File: src/common/fiber_aneg_pkg.sv
// Constants for the fiber auto-negotiation advertisement register block
package fiber_aneg_pkg;

  // Register byte offsets on the Avalon bus
  localparam logic [4:0] CTRL_OFFS     = 5'h00;
  localparam logic [4:0] ADVERT_OFFS   = 5'h04;
  localparam logic [4:0] EFFECT_OFFS   = 5'h08;
  localparam logic [4:0] CONFIG_OFFS   = 5'h10;

  // Control register fields
  localparam int SWRST_BIT    = 15;
  localparam int PWRDN_BIT    = 11;
  localparam int RESTART_BIT  = 9;

  // Config register fields
  localparam int MODE_LSB     = 0;
  localparam int PAUSECTL_BIT = 7;

  // Interface mode encodings
  localparam logic [1:0] MODE_BASEX  = 2'h1;
  localparam logic [1:0] MODE_SGSYS  = 2'h2;
  localparam logic [1:0] MODE_SGMED  = 2'h3;

  // 1000BASE-X layout field positions
  localparam int NP_BIT       = 15;
  localparam int RF_LSB       = 12;
  localparam int PAUSE_LSB    = 7;
  localparam int HD_BIT       = 6;
  localparam int FD_BIT       = 5;
  localparam int LOW_LSB      = 0;

  // SGMII system layout field positions
  localparam int SG_LINK_BIT  = 15;
  localparam int SG_DUP_BIT   = 12;
  localparam int SG_SPD_LSB   = 10;
  localparam int SG_TXP_BIT   = 9;
  localparam int SG_RXP_BIT   = 8;
  localparam int SG_MEDIA_BIT = 7;

  // Reset and fixed values
  localparam logic [1:0]  RF_RST       = 2'h0;
  localparam logic        NP_RST       = 1'h0;
  localparam logic        FD_RST       = 1'h1;
  localparam logic [4:0]  LOW_RST      = 5'h00;
  localparam logic [6:0]  SG_LOW_FIXED = 7'h01;
  localparam logic [15:0] MEDIA_FIXED  = 16'h0001;
  localparam logic [1:0]  MODE_RST     = 2'h1;
  localparam logic        PAUSECTL_RST = 1'h0;

endpackage

File: src/hw/apply_event_detect.sv
// Detector for the conditions that make pending advertisement writes effective
`timescale 1ns/10ps
module apply_event_detect (
  input  wire logic clk,
  input  wire logic reset,
  input  wire logic swResetPulse,
  input  wire logic restartPulse,
  input  wire logic powerDown,
  input  wire logic fiberLinkUp,
  output logic      applyPulse
);

  logic powerDownPrev_r;
  logic linkPrev_r;

  // Previous levels, reset as powered up with link down so no false edge
  always_ff @(posedge clk) begin
    if (reset) begin
      powerDownPrev_r <= 1'h0;
      linkPrev_r      <= 1'h0;
    end else begin
      powerDownPrev_r <= powerDown;
      linkPrev_r      <= fiberLinkUp;
    end
  end

  assign applyPulse = swResetPulse | restartPulse
                    | (powerDownPrev_r & ~powerDown)
                    | (linkPrev_r & ~fiberLinkUp);

endmodule // apply_event_detect

File: src/hw/fiber_aneg_advert_reg.sv
// Fiber auto-negotiation advertisement register with Avalon-MM slave access
`timescale 1ns/10ps

// Functional notes
// - Written advertisement fields stay pending until reset, restart, power-up or link loss.
// - BASE-X bit 15 next page, writable, hardware reset 0, kept on software reset.
// - BASE-X bits 13:12 writable remote fault code; never detected by device.
// - BASE-X bits 8:7 writable pause advertisement code.
// - Hardware reset loads both pause bits from pause strap; software reset keeps.
// - Half-duplex bit 6 hardware reset from negotiation strap bit 0; software reset keeps.
// - Full-duplex bit 5 resets to 1, kept on software reset, deferred apply.
// - Mode 01 selects BASE-X layout, mode 10 selects SGMII system layout.
// - SGMII system bit 15 shows copper link up; resets to 0.
// - SGMII system bit 12 shows resolved duplex, 1 full.
// - SGMII system bits 11:10 show resolved speed code.
// - SGMII transmit and receive pause bits forced 0 when pause control is 0.
// - SGMII bit 7 shows media, fiber 1, forced 0 when pause control 0.
// - Mode 11 reads whole register as fixed 0x0001.
module fiber_aneg_advert_reg (
  input  wire logic        clk,
  input  wire logic        reset,
  input  wire logic [4:0]  address,
  input  wire logic        read,
  input  wire logic        write,
  input  wire logic [31:0] writedata,
  input  wire logic [3:0]  byteenable,
  output logic      [31:0] readdata,
  output logic             waitrequest,
  input  wire logic        pause_strap_default,
  input  wire logic        aneg_config_strap_bit0,
  input  wire logic        fiberLinkUp,
  input  wire logic        copperLinkUp,
  input  wire logic        copperFullDuplex,
  input  wire logic [1:0]  copperSpeed,
  input  wire logic        copperTxPause,
  input  wire logic        copperRxPause,
  input  wire logic        fiberMediaActive,
  output logic      [15:0] effectiveAdvert,
  output logic      [15:0] txConfigWord,
  output logic             swResetPulse,
  output logic             restartPulse,
  output logic             powerDown
);

  ////////////////////////////////////////////////////////////////////////////
  // Declarations

  logic        ack_r;
  logic        accessFire;
  logic        wrFire;
  logic        rdCapture;
  logic [31:0] readdata_r;
  logic [31:0] readdata_nxt;

  logic        pauseSync1_r;
  logic        pauseSync2_r;
  logic        anegSync1_r;
  logic        anegSync2_r;
  logic        strapLoad_r;

  logic        swReset_r;
  logic        restart_r;
  logic        powerDown_r;
  logic [1:0]  mode_r;
  logic        pauseCtl_r;

  logic        nextPage_r;
  logic [1:0]  remoteFault_r;
  logic [1:0]  pauseAdv_r;
  logic        halfDup_r;
  logic        fullDup_r;
  logic [4:0]  lowBits_r;

  logic [15:0] effective_r;
  logic [15:0] sgmiiView_r;
  logic [15:0] writtenView;
  logic [15:0] advertRead;
  logic [15:0] advertWr;
  logic        advertWrEn;
  logic        applyPulse;

  ////////////////////////////////////////////////////////////////////////////
  // Avalon slave handshake

  // One wait state: read data comes from a flop, address decode is combinational
  assign waitrequest = (read | write) & ~ack_r;
  assign accessFire  = (read | write) & ack_r;
  assign wrFire      = write & ack_r;
  assign rdCapture   = read & ~ack_r;
  assign readdata    = readdata_r;

  // Acknowledge toggles so each access takes exactly two cycles
  always_ff @(posedge clk) begin
    if (reset) begin
      ack_r <= 1'h0;
    end else begin
      ack_r <= (read | write) & ~ack_r;
    end
  end

  // Read data latched in the wait cycle, held until the next read
  always_ff @(posedge clk) begin
    if (reset) begin
      readdata_r <= 32'h0;
    end else if (rdCapture) begin
      readdata_r <= readdata_nxt;
    end
  end

  // Read mux; unmapped addresses answer zero
  always_comb begin
    readdata_nxt = 32'h0;
    case (address)
      fiber_aneg_pkg::CTRL_OFFS: begin
        readdata_nxt[fiber_aneg_pkg::PWRDN_BIT] = powerDown_r;
      end
      fiber_aneg_pkg::ADVERT_OFFS: begin
        readdata_nxt[15:0] = advertRead;
      end
      fiber_aneg_pkg::EFFECT_OFFS: begin
        readdata_nxt[15:0] = effective_r;
      end
      fiber_aneg_pkg::CONFIG_OFFS: begin
        readdata_nxt[fiber_aneg_pkg::MODE_LSB +: 2]  = mode_r;
        readdata_nxt[fiber_aneg_pkg::PAUSECTL_BIT]   = pauseCtl_r;
      end
      default: begin
        readdata_nxt = 32'h0;
      end
    endcase
  end

  ////////////////////////////////////////////////////////////////////////////
  // Strap capture

  // Straps are pins; two flops, left unreset so they settle during reset
  always_ff @(posedge clk) begin
    pauseSync1_r <= pause_strap_default;
    pauseSync2_r <= pauseSync1_r;
    anegSync1_r  <= aneg_config_strap_bit0;
    anegSync2_r  <= anegSync1_r;
  end

  // Strap values are taken on the first edge after reset release
  always_ff @(posedge clk) begin
    if (reset) begin
      strapLoad_r <= 1'h1;
    end else begin
      strapLoad_r <= 1'h0;
    end
  end

  ////////////////////////////////////////////////////////////////////////////
  // Control and config registers

  // Software reset and restart self-clear after one cycle
  always_ff @(posedge clk) begin
    if (reset) begin
      swReset_r <= 1'h0;
      restart_r <= 1'h0;
    end else begin
      swReset_r <= wrFire && address == fiber_aneg_pkg::CTRL_OFFS && byteenable[1]
                   && writedata[fiber_aneg_pkg::SWRST_BIT];
      restart_r <= wrFire && address == fiber_aneg_pkg::CTRL_OFFS && byteenable[1]
                   && writedata[fiber_aneg_pkg::RESTART_BIT];
    end
  end

  // Power down level; kept across software reset
  always_ff @(posedge clk) begin
    if (reset) begin
      powerDown_r <= 1'h0;
    end else if (wrFire && address == fiber_aneg_pkg::CTRL_OFFS && byteenable[1]) begin
      powerDown_r <= writedata[fiber_aneg_pkg::PWRDN_BIT];
    end
  end

  always_ff @(posedge clk) begin
    if (reset) begin
      mode_r     <= fiber_aneg_pkg::MODE_RST;
      pauseCtl_r <= fiber_aneg_pkg::PAUSECTL_RST;
    end else if (wrFire && address == fiber_aneg_pkg::CONFIG_OFFS && byteenable[0]) begin
      mode_r     <= writedata[fiber_aneg_pkg::MODE_LSB +: 2];
      pauseCtl_r <= writedata[fiber_aneg_pkg::PAUSECTL_BIT];
    end
  end

  assign swResetPulse = swReset_r;
  assign restartPulse = restart_r;
  assign powerDown    = powerDown_r;

  ////////////////////////////////////////////////////////////////////////////
  // Written advertisement fields

  // Writes land only in BASE-X mode; other layouts are read-only
  assign advertWrEn = wrFire && address == fiber_aneg_pkg::ADVERT_OFFS
                      && mode_r == fiber_aneg_pkg::MODE_BASEX;
  assign advertWr   = writedata[15:0];

  // next page, hardware reset 0, software reset keeps
  always_ff @(posedge clk) begin
    if (reset) begin
      nextPage_r <= fiber_aneg_pkg::NP_RST;
    end else if (advertWrEn && byteenable[1]) begin
      nextPage_r <= advertWr[fiber_aneg_pkg::NP_BIT];
    end
  end

  // remote fault code only ever comes from software
  always_ff @(posedge clk) begin
    if (reset) begin
      remoteFault_r <= fiber_aneg_pkg::RF_RST;
    end else if (advertWrEn && byteenable[1]) begin
      remoteFault_r <= advertWr[fiber_aneg_pkg::RF_LSB +: 2];
    end
  end

  // both pause bits from the pause strap after hardware reset
  always_ff @(posedge clk) begin
    if (strapLoad_r) begin
      pauseAdv_r <= {pauseSync2_r, pauseSync2_r};
    end else if (advertWrEn) begin
      if (byteenable[1]) begin
        pauseAdv_r[1] <= advertWr[fiber_aneg_pkg::PAUSE_LSB + 1];
      end
      if (byteenable[0]) begin
        pauseAdv_r[0] <= advertWr[fiber_aneg_pkg::PAUSE_LSB];
      end
    end
  end

  // half duplex from strap bit 0 after hardware reset
  always_ff @(posedge clk) begin
    if (strapLoad_r) begin
      halfDup_r <= anegSync2_r;
    end else if (advertWrEn && byteenable[0]) begin
      halfDup_r <= advertWr[fiber_aneg_pkg::HD_BIT];
    end
  end

  always_ff @(posedge clk) begin
    if (reset) begin
      fullDup_r <= fiber_aneg_pkg::FD_RST;
    end else if (advertWrEn && byteenable[0]) begin
      fullDup_r <= advertWr[fiber_aneg_pkg::FD_BIT];
    end
  end

  // Low reserved bits are writable but clear on either reset
  always_ff @(posedge clk) begin
    if (reset || swReset_r) begin
      lowBits_r <= fiber_aneg_pkg::LOW_RST;
    end else if (advertWrEn && byteenable[0]) begin
      lowBits_r <= advertWr[fiber_aneg_pkg::LOW_LSB +: 5];
    end
  end

  // bits 14 and 11:9 read zero in BASE-X layout
  always_comb begin
    writtenView = 16'h0;
    writtenView[fiber_aneg_pkg::NP_BIT]           = nextPage_r;
    writtenView[fiber_aneg_pkg::RF_LSB +: 2]      = remoteFault_r;
    writtenView[fiber_aneg_pkg::PAUSE_LSB +: 2]   = pauseAdv_r;
    writtenView[fiber_aneg_pkg::HD_BIT]           = halfDup_r;
    writtenView[fiber_aneg_pkg::FD_BIT]           = fullDup_r;
    writtenView[fiber_aneg_pkg::LOW_LSB +: 5]     = lowBits_r;
  end

  ////////////////////////////////////////////////////////////////////////////
  // Effective copy

  apply_event_detect applyDetect (
    .clk          (clk),
    .reset        (reset),
    .swResetPulse (swReset_r),
    .restartPulse (restart_r),
    .powerDown    (powerDown_r),
    .fiberLinkUp  (fiberLinkUp),
    .applyPulse   (applyPulse)
  );

  // pending value moves over only on an apply condition
  // effective copy separate from the readable written value
  // Strap cycle also loads it, so negotiation starts from the reset values
  always_ff @(posedge clk) begin
    if (reset) begin
      effective_r <= 16'h0;
    end else if (strapLoad_r) begin
      effective_r <= {fiber_aneg_pkg::NP_RST, 1'h0, fiber_aneg_pkg::RF_RST, 3'h0,
                      pauseSync2_r, pauseSync2_r, anegSync2_r,
                      fiber_aneg_pkg::FD_RST, fiber_aneg_pkg::LOW_RST};
    end else if (applyPulse) begin
      effective_r <= writtenView;
    end
  end

  ////////////////////////////////////////////////////////////////////////////
  // SGMII system image

  // link bit from copper side, resets to 0
  // pause bits gated by pause control
  // media bit gated by pause control
  always_ff @(posedge clk) begin
    if (reset) begin
      sgmiiView_r <= {9'h0, fiber_aneg_pkg::SG_LOW_FIXED};
    end else begin
      sgmiiView_r <= 16'h0;
      sgmiiView_r[fiber_aneg_pkg::SG_LINK_BIT]    <= copperLinkUp;
      sgmiiView_r[fiber_aneg_pkg::SG_DUP_BIT]     <= copperFullDuplex;
      sgmiiView_r[fiber_aneg_pkg::SG_SPD_LSB +: 2] <= copperSpeed;
      sgmiiView_r[fiber_aneg_pkg::SG_TXP_BIT]     <= copperTxPause & pauseCtl_r;
      sgmiiView_r[fiber_aneg_pkg::SG_RXP_BIT]     <= copperRxPause & pauseCtl_r;
      sgmiiView_r[fiber_aneg_pkg::SG_MEDIA_BIT]   <= fiberMediaActive & pauseCtl_r;
      sgmiiView_r[6:0]                            <= fiber_aneg_pkg::SG_LOW_FIXED;
    end
  end

  ////////////////////////////////////////////////////////////////////////////
  // Layout selection

  // media mode reads fixed value
  // Mode 00 has no negotiation and reads zero
  always_comb begin
    case (mode_r)
      fiber_aneg_pkg::MODE_BASEX: begin
        advertRead   = writtenView;
        txConfigWord = effective_r;
      end
      fiber_aneg_pkg::MODE_SGSYS: begin
        advertRead   = sgmiiView_r;
        txConfigWord = sgmiiView_r;
      end
      fiber_aneg_pkg::MODE_SGMED: begin
        advertRead   = fiber_aneg_pkg::MEDIA_FIXED;
        txConfigWord = fiber_aneg_pkg::MEDIA_FIXED;
      end
      default: begin
        advertRead   = 16'h0;
        txConfigWord = 16'h0;
      end
    endcase
  end

  assign effectiveAdvert = effective_r;

endmodule // fiber_aneg_advert_reg

File: config.mk
export PLATFORM = sky130hd
export DESIGN_NAME = fiber_aneg_advert_reg
export DESIGN_NICKNAME = d
export VERILOG_FILES = /design/src/common/fiber_aneg_pkg.sv /design/src/hw/apply_event_detect.sv /design/src/hw/fiber_aneg_advert_reg.sv
export SDC_FILE = /design/constraint.sdc
export NUM_CORES = 1
export LEC_CHECK = 0
export BUFFER_PORTS_ARGS = -buffer_cell sky130_fd_sc_hd__buf_2
export CORE_MARGIN = 10
export CORE_UTILIZATION = 41
export CTS_CLUSTER_SIZE = 8
export DETAILED_ROUTE_END_ITERATION = 12
export PLACE_DENSITY = 0.74
export SLEW_MARGIN = 20
export SYNTH_ARGS = -nofsm -noshare
export SYNTH_HDL_FRONTEND = slang
export SYNTH_HIERARCHICAL = 1
export SYNTH_SLANG_ARGS = --single-unit
File: constraint.sdc
create_clock -name clk -period 1.76 [get_ports clk]
set_clock_uncertainty 0.2 [all_clocks]
set_input_delay 0.352 -clock clk [delete_from_list [all_inputs] [get_ports clk]]
set_output_delay 0.352 -clock clk [all_outputs]
set_load 0.01 [all_outputs]
==> results of run 1 <==
## routing by layer
metal  track usage  wire, um  vias to the layer above
met3        0.0606       785                       19
met1         0.174      3270                     1174
met2         0.253      3920                       99
met5             0         0                        -
li1              -         -                     1210
met4        0.0665       175                        0
## cell families after synthesis
logic type	after synthesis	share of synthesized area
AO/OA/AOI/OAI	53	0.143
XOR/XNOR	1	0.00325
buffers and inverters	46	0.107
flip-flops	60	0.456
multiplexers	15	0.0570
other	1	0.00139
AND/OR/NAND/NOR	116	0.232
## critical path, cell delays in order (launching register included)
cell	delay, ns
sky130_fd_sc_hd__dfxtp_4	0.36
sky130_fd_sc_hd__nor2b_4	0.14
sky130_fd_sc_hd__buf_6	0.13
sky130_fd_sc_hd__a22o_1	0.22
sky130_fd_sc_hd__buf_2	0.13
## final timing paths
path,startpoint,endpoint,cells after the start
max,mode_r[0],txConfigWord[8],4
min,copperRxPause,sgmiiView_r[8],2
max reg2reg,mode_r[0],readdata[3],6
min reg2reg,anegSync1_r,anegSync2_r,0
## layout by cell type (no fill, tap or decap), types with 4 or more instances in the layout
master / count
sky130_fd_sc_hd__and2_4: 4
sky130_fd_sc_hd__clkbuf_8: 12
sky130_fd_sc_hd__inv_1: 5
sky130_fd_sc_hd__conb_1: 22
sky130_fd_sc_hd__dfxtp_1: 55
sky130_fd_sc_hd__mux2i_1: 12
sky130_fd_sc_hd__nand3_1: 14
sky130_fd_sc_hd__nand2b_1: 4
sky130_fd_sc_hd__nand2_1: 12
sky130_fd_sc_hd__nor3_1: 9
sky130_fd_sc_hd__a22o_1: 5
sky130_fd_sc_hd__a211oi_1: 5
sky130_fd_sc_hd__a221oi_1: 6
sky130_fd_sc_hd__buf_4: 36
sky130_fd_sc_hd__and2_1: 12
sky130_fd_sc_hd__nor2b_1: 11
sky130_fd_sc_hd__buf_6: 8
sky130_fd_sc_hd__a221oi_2: 4
sky130_fd_sc_hd__buf_2: 76
sky130_fd_sc_hd__nor2_1: 29
sky130_fd_sc_hd__a21oi_1: 17
## metrics by stage
step	TNS [ns]	hold slack, ns	worst slack, ns	std cells	utilization
floorplan	0	0.110	0.0112	313	-
global placement	-1.57	0.112	-0.173	460	0.507
detailed placement	-3.07	0.112	-0.238	460	0.507
CTS	-1.42	0.00185	-0.120	484	0.554
global route	-2.03	0.0118	-0.175	487	0.565
finish	-1.01	0.0139	-0.119	488	0.565
## synth_stat cells (all sizes together) (4+ instances only)
| library cell | count |
|---|---|
| a211oi | 6 |
| a21oi | 17 |
| nor3 | 10 |
| a22o | 5 |
| buf | 30 |
| inv | 5 |
| clkbuf | 11 |
| mux2i | 12 |
| a221oi | 10 |
| and2 | 17 |
| a22oi | 4 |
| nand2b | 5 |
| dfxtp | 57 |
| nand2 | 12 |
| nor2 | 29 |
| nand3 | 14 |
| nor2b | 13 |
## where the power goes
part / internal, uW / leakage (uW) / switching, uW
combinational: 138 / 0.00106 / 175
sequential: 1410 / 0.000496 / 27.5
clock: 623 / 0.0000965 / 522
total: 2170 / 0.00165 / 725
## sequential cells by signal (all words and copies together) (netlist names), 2 cells and up
| signal | flops |
|---|---|
| remoteFault_r | 2 |
| pauseAdv_r | 2 |
| lowBits_r | 5 |
| mode_r | 2 |
| sgmiiView_r | 7 |
| readdata | 15 |
| effectiveAdvert | 12 |
## final cells by class
class / count / area, um2
clock inverter: 2 / 10.0
fill: 588 / 2780
timing repair buffer: 122 / 761
multi-input combinational: 207 / 1310
clock buffer: 14 / 173
tap: 77 / 96.3
antenna: 1 / 2.50
inverter: 5 / 18.8
sequential: 60 / 1240
## what timing repair did
action                                  4_1_cts  5_1_grt
endpoints found under the setup margin       15       18
hold buffers                                  2        0
pin swaps                                     7        3
setup buffers                                 5        3
hold endpoints to repair                      2        0
resized for setup                            17       10
cloned                                        1        0
==> results.cfg, run 1 <==
[sta]
postLayoutSetupSlackWorst_ns = -0.119
final_hold_viol_count = 0
timing.final.max_slew_violations = 0
rsz_0062_raised_after_global_routing = true
finalCriticalPeriod_ns = 1.88
period_share = 1.07
timing.fmax_mhz = 532
setup_viol = 14

[routing]
detailroute.via_count = 2502
ant_nets = 0
avgViaCountPerCell = 5.13
dr.first_iter.drc_count = 223
wire_per_inst_um = 16.7
totalWireLength_um = 8150
drt-pass1-iter-count = 4
drc = 0

[finish]
layout-drive-gt1-share = 0.390
area_growth_pct = 33.8
finish.instance_area_um2 = 3610
nets = 460

[clock_network]
cts_buffers = 9
clock-sinks = 60
clock-root-buffer = sky130_fd_sc_hd__clkbuf_8
clk_path_buf_depth = 2
tritoncts = done
clkSlewWorstSetupHoldPaths_ns = 0.07
clock_insertion_delay_worst_skew_ns = 0.34
cts_htree_levels = 3

[placement]
detail_placement_hpwl_um = 6080
post_dp_cell_area_um2 = 3240
place.gp.congestion = 0.840
port-buffer-count = 80

[die]
fp.dieW_um = 101
dieArea_um2 = 10200
row_count = 29
fp.coreArea_um2 = 6390
start_util = 0.423
top_level_ports = 123
die_y_um = 101

[worst_hold_path]
hold_path.class = in -> reg

[critical_path]
crit_required_ns = 1.21
r2r_setup_slack_ns = 0.07
crit_arrival_ns = 1.33
worstSetupPathType = reg -> out
cp-end-kind = output port
critPathMaxFanout = 6
worst_setup_path_start_kind = flip-flop

[logic_synthesis]
synth.top_cell.area_share = 0.423
synthDistinctLibCells = 45
netlist.top_cell.by_area = sky130_fd_sc_hd__dfxtp_1
synth.cell_area_um2 = 2700
synth_area_leaders = sky130_fd_sc_hd__dfxtp_1, sky130_fd_sc_hd__buf_4, sky130_fd_sc_hd__mux2i_1
ys.flop_type = sky130_fd_sc_hd__dfxtp_1
synth-edff-count = 3
synth_area_per_cell_um2 = 9.24
synth-seq-cells = 60
synthCells = 292
yosysSeqAreaShare = 0.456
ys_warn_count = 6
async_set_or_reset_flop_fraction_in_the_synthesized_netlist = 0

[status]
failing_checks = negative setup slack
status = finished, violations left

[power]
vdd_ir_drop_max_uv = 501
static-leakage-power_uw = 0.00165
p_per_area_nw_per_um2 = 802
post-layout-total-power_uw = 2890

[global_routing]
track_usage = 0.154
antenna_found_initial = 1
vias_in_the_first_global_route = 2453
globalRouteOverflowTotal = 0
grt_first_pass_wirelength_um = 12400
grt_max_degree = 23

[run]
timing.max_cap.violations = 0
No activity file was read; power rests on OpenSTA's default activity.
==> inputs of run 2 (changes only) <==
--- a/config.mk
+++ b/config.mk
@@ -7,10 +7,10 @@
 export LEC_CHECK = 0
 export BUFFER_PORTS_ARGS = -buffer_cell sky130_fd_sc_hd__buf_2
 export CORE_MARGIN = 10
-export CORE_UTILIZATION = 41
+export CORE_UTILIZATION = 25
 export CTS_CLUSTER_SIZE = 8
 export DETAILED_ROUTE_END_ITERATION = 12
-export PLACE_DENSITY = 0.74
+export RECOVER_POWER = 100
 export SLEW_MARGIN = 20
 export SYNTH_ARGS = -nofsm -noshare
 export SYNTH_HDL_FRONTEND = slang
==> run 2 against run 1 <==
  * The flow still finishes with violations (negative setup slack)
  * Worst setup slack got worse by 0.0033 ns
  * Count of clock-buffer cells in the layout is 2 lower
  * Highest routed layer unchanged
  * Final cell count is 13% higher
==> results.cfg, run 2 (synthesis gave the netlist of run 1 again) <==
[status]
status = finished, violations left
failing_checks = negative setup slack

[sta]
timing.slew.headroom = 0.448
timing.final.max_slew_violations = 0
postLayoutSetupSlackWorst_ns = -0.122
timing_worst_slew_pin_value_ns = 0.828
sum_of_negative_setup_slack_ns = -1.35
period_share = 1.07
final_hold_viol_count = 0
setup_viol = 15
rsz_0062_raised_after_global_routing = true
finalCriticalPeriod_ns = 1.88
timing.fmax_mhz = 531

[clock_network]
clk_path_buf_depth = 2
cts_buffers = 9
clock-root-buffer = sky130_fd_sc_hd__clkbuf_8
cts_htree_levels = 3
clkSlewWorstSetupHoldPaths_ns = 0.07
clock-sinks = 60
clock_insertion_delay_worst_skew_ns = 0.33
tritoncts = done

[power]
p_comb_frac = 0.107
power_report.internal_total_uw = 2280
netSwitchingPower_uw = 747
clockPowerShare = 0.417
swShare = 0.247
p_per_area_nw_per_um2 = 800
static-leakage-power_uw = 0.00157
vdd_ir_drop_max_uv = 507
sequentialPowerShare = 0.476

[routing]
drt-pass1-iter-count = 4
wire_per_inst_um = 16.2
ant_nets = 0
totalWireLength_um = 8960
drc = 0
dr.first_iter.drc_count = 105
avgViaCountPerCell = 4.48
detailroute.via_count = 2477

[global_routing]
antenna_found_initial = 0
grt_first_pass_wirelength_um = 13100
grt_max_degree = 17
track_usage = 0.112
vias_in_the_first_global_route = 2403
globalRouteOverflowTotal = 0

[run]
timing.max_cap.violations = 0

[die]
fp.dieW_um = 124
row_count = 37
top_level_ports = 123
fp.coreArea_um2 = 10400
start_util = 0.259
die_y_um = 124
dieArea_um2 = 15400

[finish]
nets = 467
area_growth_pct = 40.1
final_cell_mix = sky130_fd_sc_hd__dfxtp_1, sky130_fd_sc_hd__buf_2, sky130_fd_sc_hd__clkbuf_1
layout-drive-gt1-share = 0.333
insertedDiodeCount = 0
finish.instance_area_um2 = 3780
max_reg_flops = 15
finish.cell_count_without_fillers = 553
layout.cells.most_common = sky130_fd_sc_hd__dfxtp_1

[placement]
placed_cells = 525
detail_placement_hpwl_um = 6820
post_dp_cell_area_um2 = 3360
place.gp.congestion = 0.816
port-buffer-count = 80

[critical_path]
critPathMaxFanout = 5
worst_setup_path_start_kind = flip-flop
cp-end-kind = output port
crit_required_ns = 1.21
worstSetupPathType = reg -> out
crit_arrival_ns = 1.33

[worst_hold_path]
hold_path.class = in -> reg
## run 2: changes by cell type in the layout (fill, tap and decap cells not counted), sizes merged
cell         change
dlygate4sd3      +3
clkinvlp         +1
buf             -33
bufinv           +1
clkbuf          +35
diode            -1
## run 2: what timing repair did
| item | 4_1_cts | 5_1_grt |
|---|---|---|
| resized for setup | 22 | 21 |
| pin swaps | 7 | 7 |
| endpoints found under the hold margin | 5 | 0 |
| cloned | 1 | 0 |
| endpoints found under the setup margin | 14 | 24 |
| hold buffers | 5 | 0 |
| buffers inserted | 3 | 4 |
## run 2: per-layer routing
metal / share of wire / global-route usage / wire [um] / vias up
met3: 0.094 / 0.0457 / 843 / 6
li1: - / - / - / 1219
met2: 0.46 / 0.180 / 4160 / 89
met1: 0.43 / 0.134 / 3860 / 1163
met5: 0 / 0 / 0 / -
met4: 0.010 / 0.0388 / 94 / 0
## run 2: power groups by stage
| stage | registers (uW) | logic, uW | clock network, uW |
|---|---|---|---|
| 6_report | 1440 | 324 | 1260 |
| 3_3_place_gp | 1460 | 309 | 0 |
| 3_5_place_dp | 1470 | 313 | 0 |
| 2_1_floorplan | 1470 | 192 | 0 |
| 4_1_cts | 1430 | 327 | 1300 |
| 5_1_grt | 1440 | 359 | 1370 |
## run 2: path summary, 6_finish.rpt
check | cells past startpoint | slack, ns | end | from
max | 4 | -0.12 | txConfigWord[8] | mode_r[0]
min | 2 | 0.02 | sgmiiView_r[11] | copperSpeed[1]
max reg2reg | 6 | -0.02 | effectiveAdvert[5] | applyDetect/linkPrev_r
min reg2reg | 0 | 0.13 | anegSync2_r | anegSync1_r
## run 2: critical path, stage by stage (launching register included)
cell                      delay [ns]
sky130_fd_sc_hd__dfxtp_2        0.35
sky130_fd_sc_hd__nor2b_4        0.23
sky130_fd_sc_hd__buf_6          0.15
sky130_fd_sc_hd__a22o_1         0.14
sky130_fd_sc_hd__buf_2          0.13
## run 2: final cells by class
type | count | area, um2
clock buffers | 12 | 155
clock inverters | 4 | 47.5
fillers | 1091 | 6640
inverters | 5 | 18.8
multi-input cells | 207 | 1350
flip-flops and latches | 60 | 1230
well taps | 136 | 170
repair buffers | 129 | 811
## run 2: metrics by stage
stage                     utilization  total power (uW)  hold WS (ns)  worst slack (ns)
final                           0.363              3020        0.0242            -0.122
after CTS                       0.357              3070       0.00712            -0.148
after detailed placement        0.322              1780         0.113            -0.152
after global routing            0.363              3170       0.00918            -0.182
after floorplan                     -              1660         0.110            0.0112
after global placement          0.322              1770         0.112            -0.157
==> inputs of run 3 (changes only) <==
--- a/config.mk
+++ b/config.mk
@@ -6,10 +6,10 @@
 export NUM_CORES = 1
 export LEC_CHECK = 0
 export BUFFER_PORTS_ARGS = -buffer_cell sky130_fd_sc_hd__buf_2
-export CORE_MARGIN = 10
 export CORE_UTILIZATION = 25
 export CTS_CLUSTER_SIZE = 8
 export DETAILED_ROUTE_END_ITERATION = 12
+export GPL_TIMING_DRIVEN = 1
 export RECOVER_POWER = 100
 export SLEW_MARGIN = 20
 export SYNTH_ARGS = -nofsm -noshare
==> run 3 against run 2 <==
  * Routed wire length decreased by 10%
  * Maximum frequency down 0.52%
  * Sequential share of layout area increased by 0.74 points
  * The run still ends with negative setup slack left
  * Via count barely moved
  * Non-clock buffer count is 4 lower
  * Highest routed layer unchanged
  * Global-route usage up 3.7 points
  * Worst hold slack lost 0.0065 ns
==> results.cfg, run 3 (synthesis gave the netlist of run 1 again) <==
[clock_network]
tritoncts = done
clock-sinks = 60
cts_buffers = 9
cts_htree_levels = 3
clkSlewWorstSetupHoldPaths_ns = 0.07
clock_insertion_delay_worst_skew_ns = 0.34
clock-root-buffer = sky130_fd_sc_hd__clkbuf_8
clk_path_buf_depth = 2

[critical_path]
crit_arrival_ns = 1.34
r2r_setup_slack_ns = -0.02
regToRegEndpoint = effectiveAdvert[5]
worst_setup_path_start_kind = flip-flop
timing.rr.start = applyDetect/linkPrev_r
cp-end-kind = output port
crit_required_ns = 1.21
reg2regPathDepth = 6
worstSetupPathType = reg -> out
critPathMaxFanout = 5

[sta]
final_hold_viol_count = 0
hold-worst-slack_ns = 0.0177
rsz_0062_raised_after_global_routing = true
finalCriticalPeriod_ns = 1.89
timing.slew.headroom = 0.423
period_share = 1.07
sum_of_negative_setup_slack_ns = -1.56
timing.fmax_mhz = 529
setup_viol = 16
timing_worst_slew_pin_value_ns = 0.866
postLayoutSetupSlackWorst_ns = -0.132
timing.final.max_slew_violations = 0

[power]
post-layout-total-power_uw = 3090
static-leakage-power_uw = 0.00154
p_per_area_nw_per_um2 = 834
vdd_ir_drop_max_uv = 486

[die]
top_level_ports = 123
row_count = 37
start_util = 0.259
fp.coreArea_um2 = 10400
dieArea_um2 = 11200
die_y_um = 106
fp.dieW_um = 106

[finish]
layout-drive-gt1-share = 0.317
multiInputGateArea_um2 = 1290
final_cell_mix = sky130_fd_sc_hd__dfxtp_1, sky130_fd_sc_hd__buf_2, sky130_fd_sc_hd__buf_4
area.sequential_um2 = 1240
area_growth_pct = 37.3
nets = 463
max_reg_flops = 15
fill_cells = 1100
layout.cells.most_common = sky130_fd_sc_hd__dfxtp_1
insertedDiodeCount = 0

[global_routing]
grt_first_pass_wirelength_um = 12600
grt_max_degree = 18
globalRouteOverflowTotal = 0
antenna_found_initial = 0
vias_in_the_first_global_route = 2376
track_usage = 0.149

[status]
status = finished, violations left
failing_checks = negative setup slack

[worst_hold_path]
hold_path.class = in -> reg
min_path_cells = 2
worst_case_hold_path_end_point = sgmiiView_r[15]
worst_hold_startpoint = copperLinkUp

[run]
timing.max_cap.violations = 0

[routing]
dr.first_iter.drc_count = 122
totalWireLength_um = 8060
ant_nets = 0
detailroute.via_count = 2476
drt-pass1-iter-count = 4
wire_per_inst_um = 14.7
avgViaCountPerCell = 4.51
drc = 0

[placement]
port-buffer-count = 80
detail_placement_hpwl_um = 5860
place.gp.congestion = 0.789
## run 3: cell types whose count changed in the layout (fill, tap and decap cells not counted), sizes merged
| cell | previous run | this run |
|---|---|---|
| dlygate4sd3 | 5 | 2 |
| clkbuf | 49 | 42 |
| clkinvlp | 1 | 0 |
| bufinv | 1 | 2 |
| clkinv | 2 | 4 |
| buf | 87 | 91 |
## run 3: final cells by class
cell class	count	area share
multi-input cells	207	0.348
flip-flops and latches	60	0.334
repair buffers	125	0.212
well taps	136	0.0459
clock buffers	10	0.0344
clock inverters	6	0.0213
inverters	5	0.00507
## run 3: what timing repair did
| item | in CTS | in global routing |
|---|---|---|
| endpoints found under the setup margin | 17 | 15 |
| cloned | 1 | 0 |
| hold buffers | 2 | 0 |
| endpoints found under the hold margin | 2 | 0 |
| gates resized for setup | 22 | 11 |
| pin swaps | 8 | 2 |
| setup buffers | 4 | 2 |
## run 3: metal layers
metal | track usage | up-vias | part of all wire
met1 | 0.182 | 1152 | 0.45
met3 | 0.0558 | 6 | 0.072
met5 | 0 | - | 0
met2 | 0.246 | 110 | 0.47
met4 | 0.0377 | 0 | 0.0069
li1 | - | 1208 | -
## run 3: how the worst max path moves through the flow
| stage | from | depth (start not counted) | endpoint | slack (ns) |
|---|---|---|---|---|
| 2_1_floorplan | address[1] | 4 | powerDown | 0.01 |
| 3_3_place_gp | address[1] | 5 | powerDown | -0.13 |
| 3_5_place_dp | address[1] | 5 | powerDown | -0.16 |
| 4_1_cts | mode_r[0] | 5 | txConfigWord[12] | -0.14 |
| 5_1_grt | mode_r[1] | 4 | txConfigWord[7] | -0.21 |
| 6_report | mode_r[0] | 4 | txConfigWord[7] | -0.13 |
## run 3: metrics by stage
stage | utilization | std cells | setup slack, ns | cell area [um2]
floorplan | - | 313 | 0.0112 | 2780
global placement | 0.321 | 524 | -0.131 | 3350
detailed placement | 0.321 | 524 | -0.160 | 3350
CTS | 0.354 | 547 | -0.143 | 3690
global route | 0.356 | 549 | -0.208 | 3700
finish | 0.356 | 549 | -0.132 | 3700
## run 3: power breakdown
| group | switching (uW) | leakage, uW | total [uW] | internal [uW] |
|---|---|---|---|---|
| sequential | 26.5 | 0.000495 | 1430 | 1410 |
| combinational | 173 | 0.000937 | 311 | 138 |
| clock | 557 | 0.000107 | 1340 | 785 |
| total | 756 | 0.00154 | 3090 | 2330 |
## run 3: worst max-delay path, cell delays in order (launching register included)
cell and delay, ns:
sky130_fd_sc_hd__dfxtp_2 0.35, sky130_fd_sc_hd__nor2b_4 0.23, sky130_fd_sc_hd__buf_6 0.15, sky130_fd_sc_hd__a22o_1 0.15, sky130_fd_sc_hd__buf_2 0.13
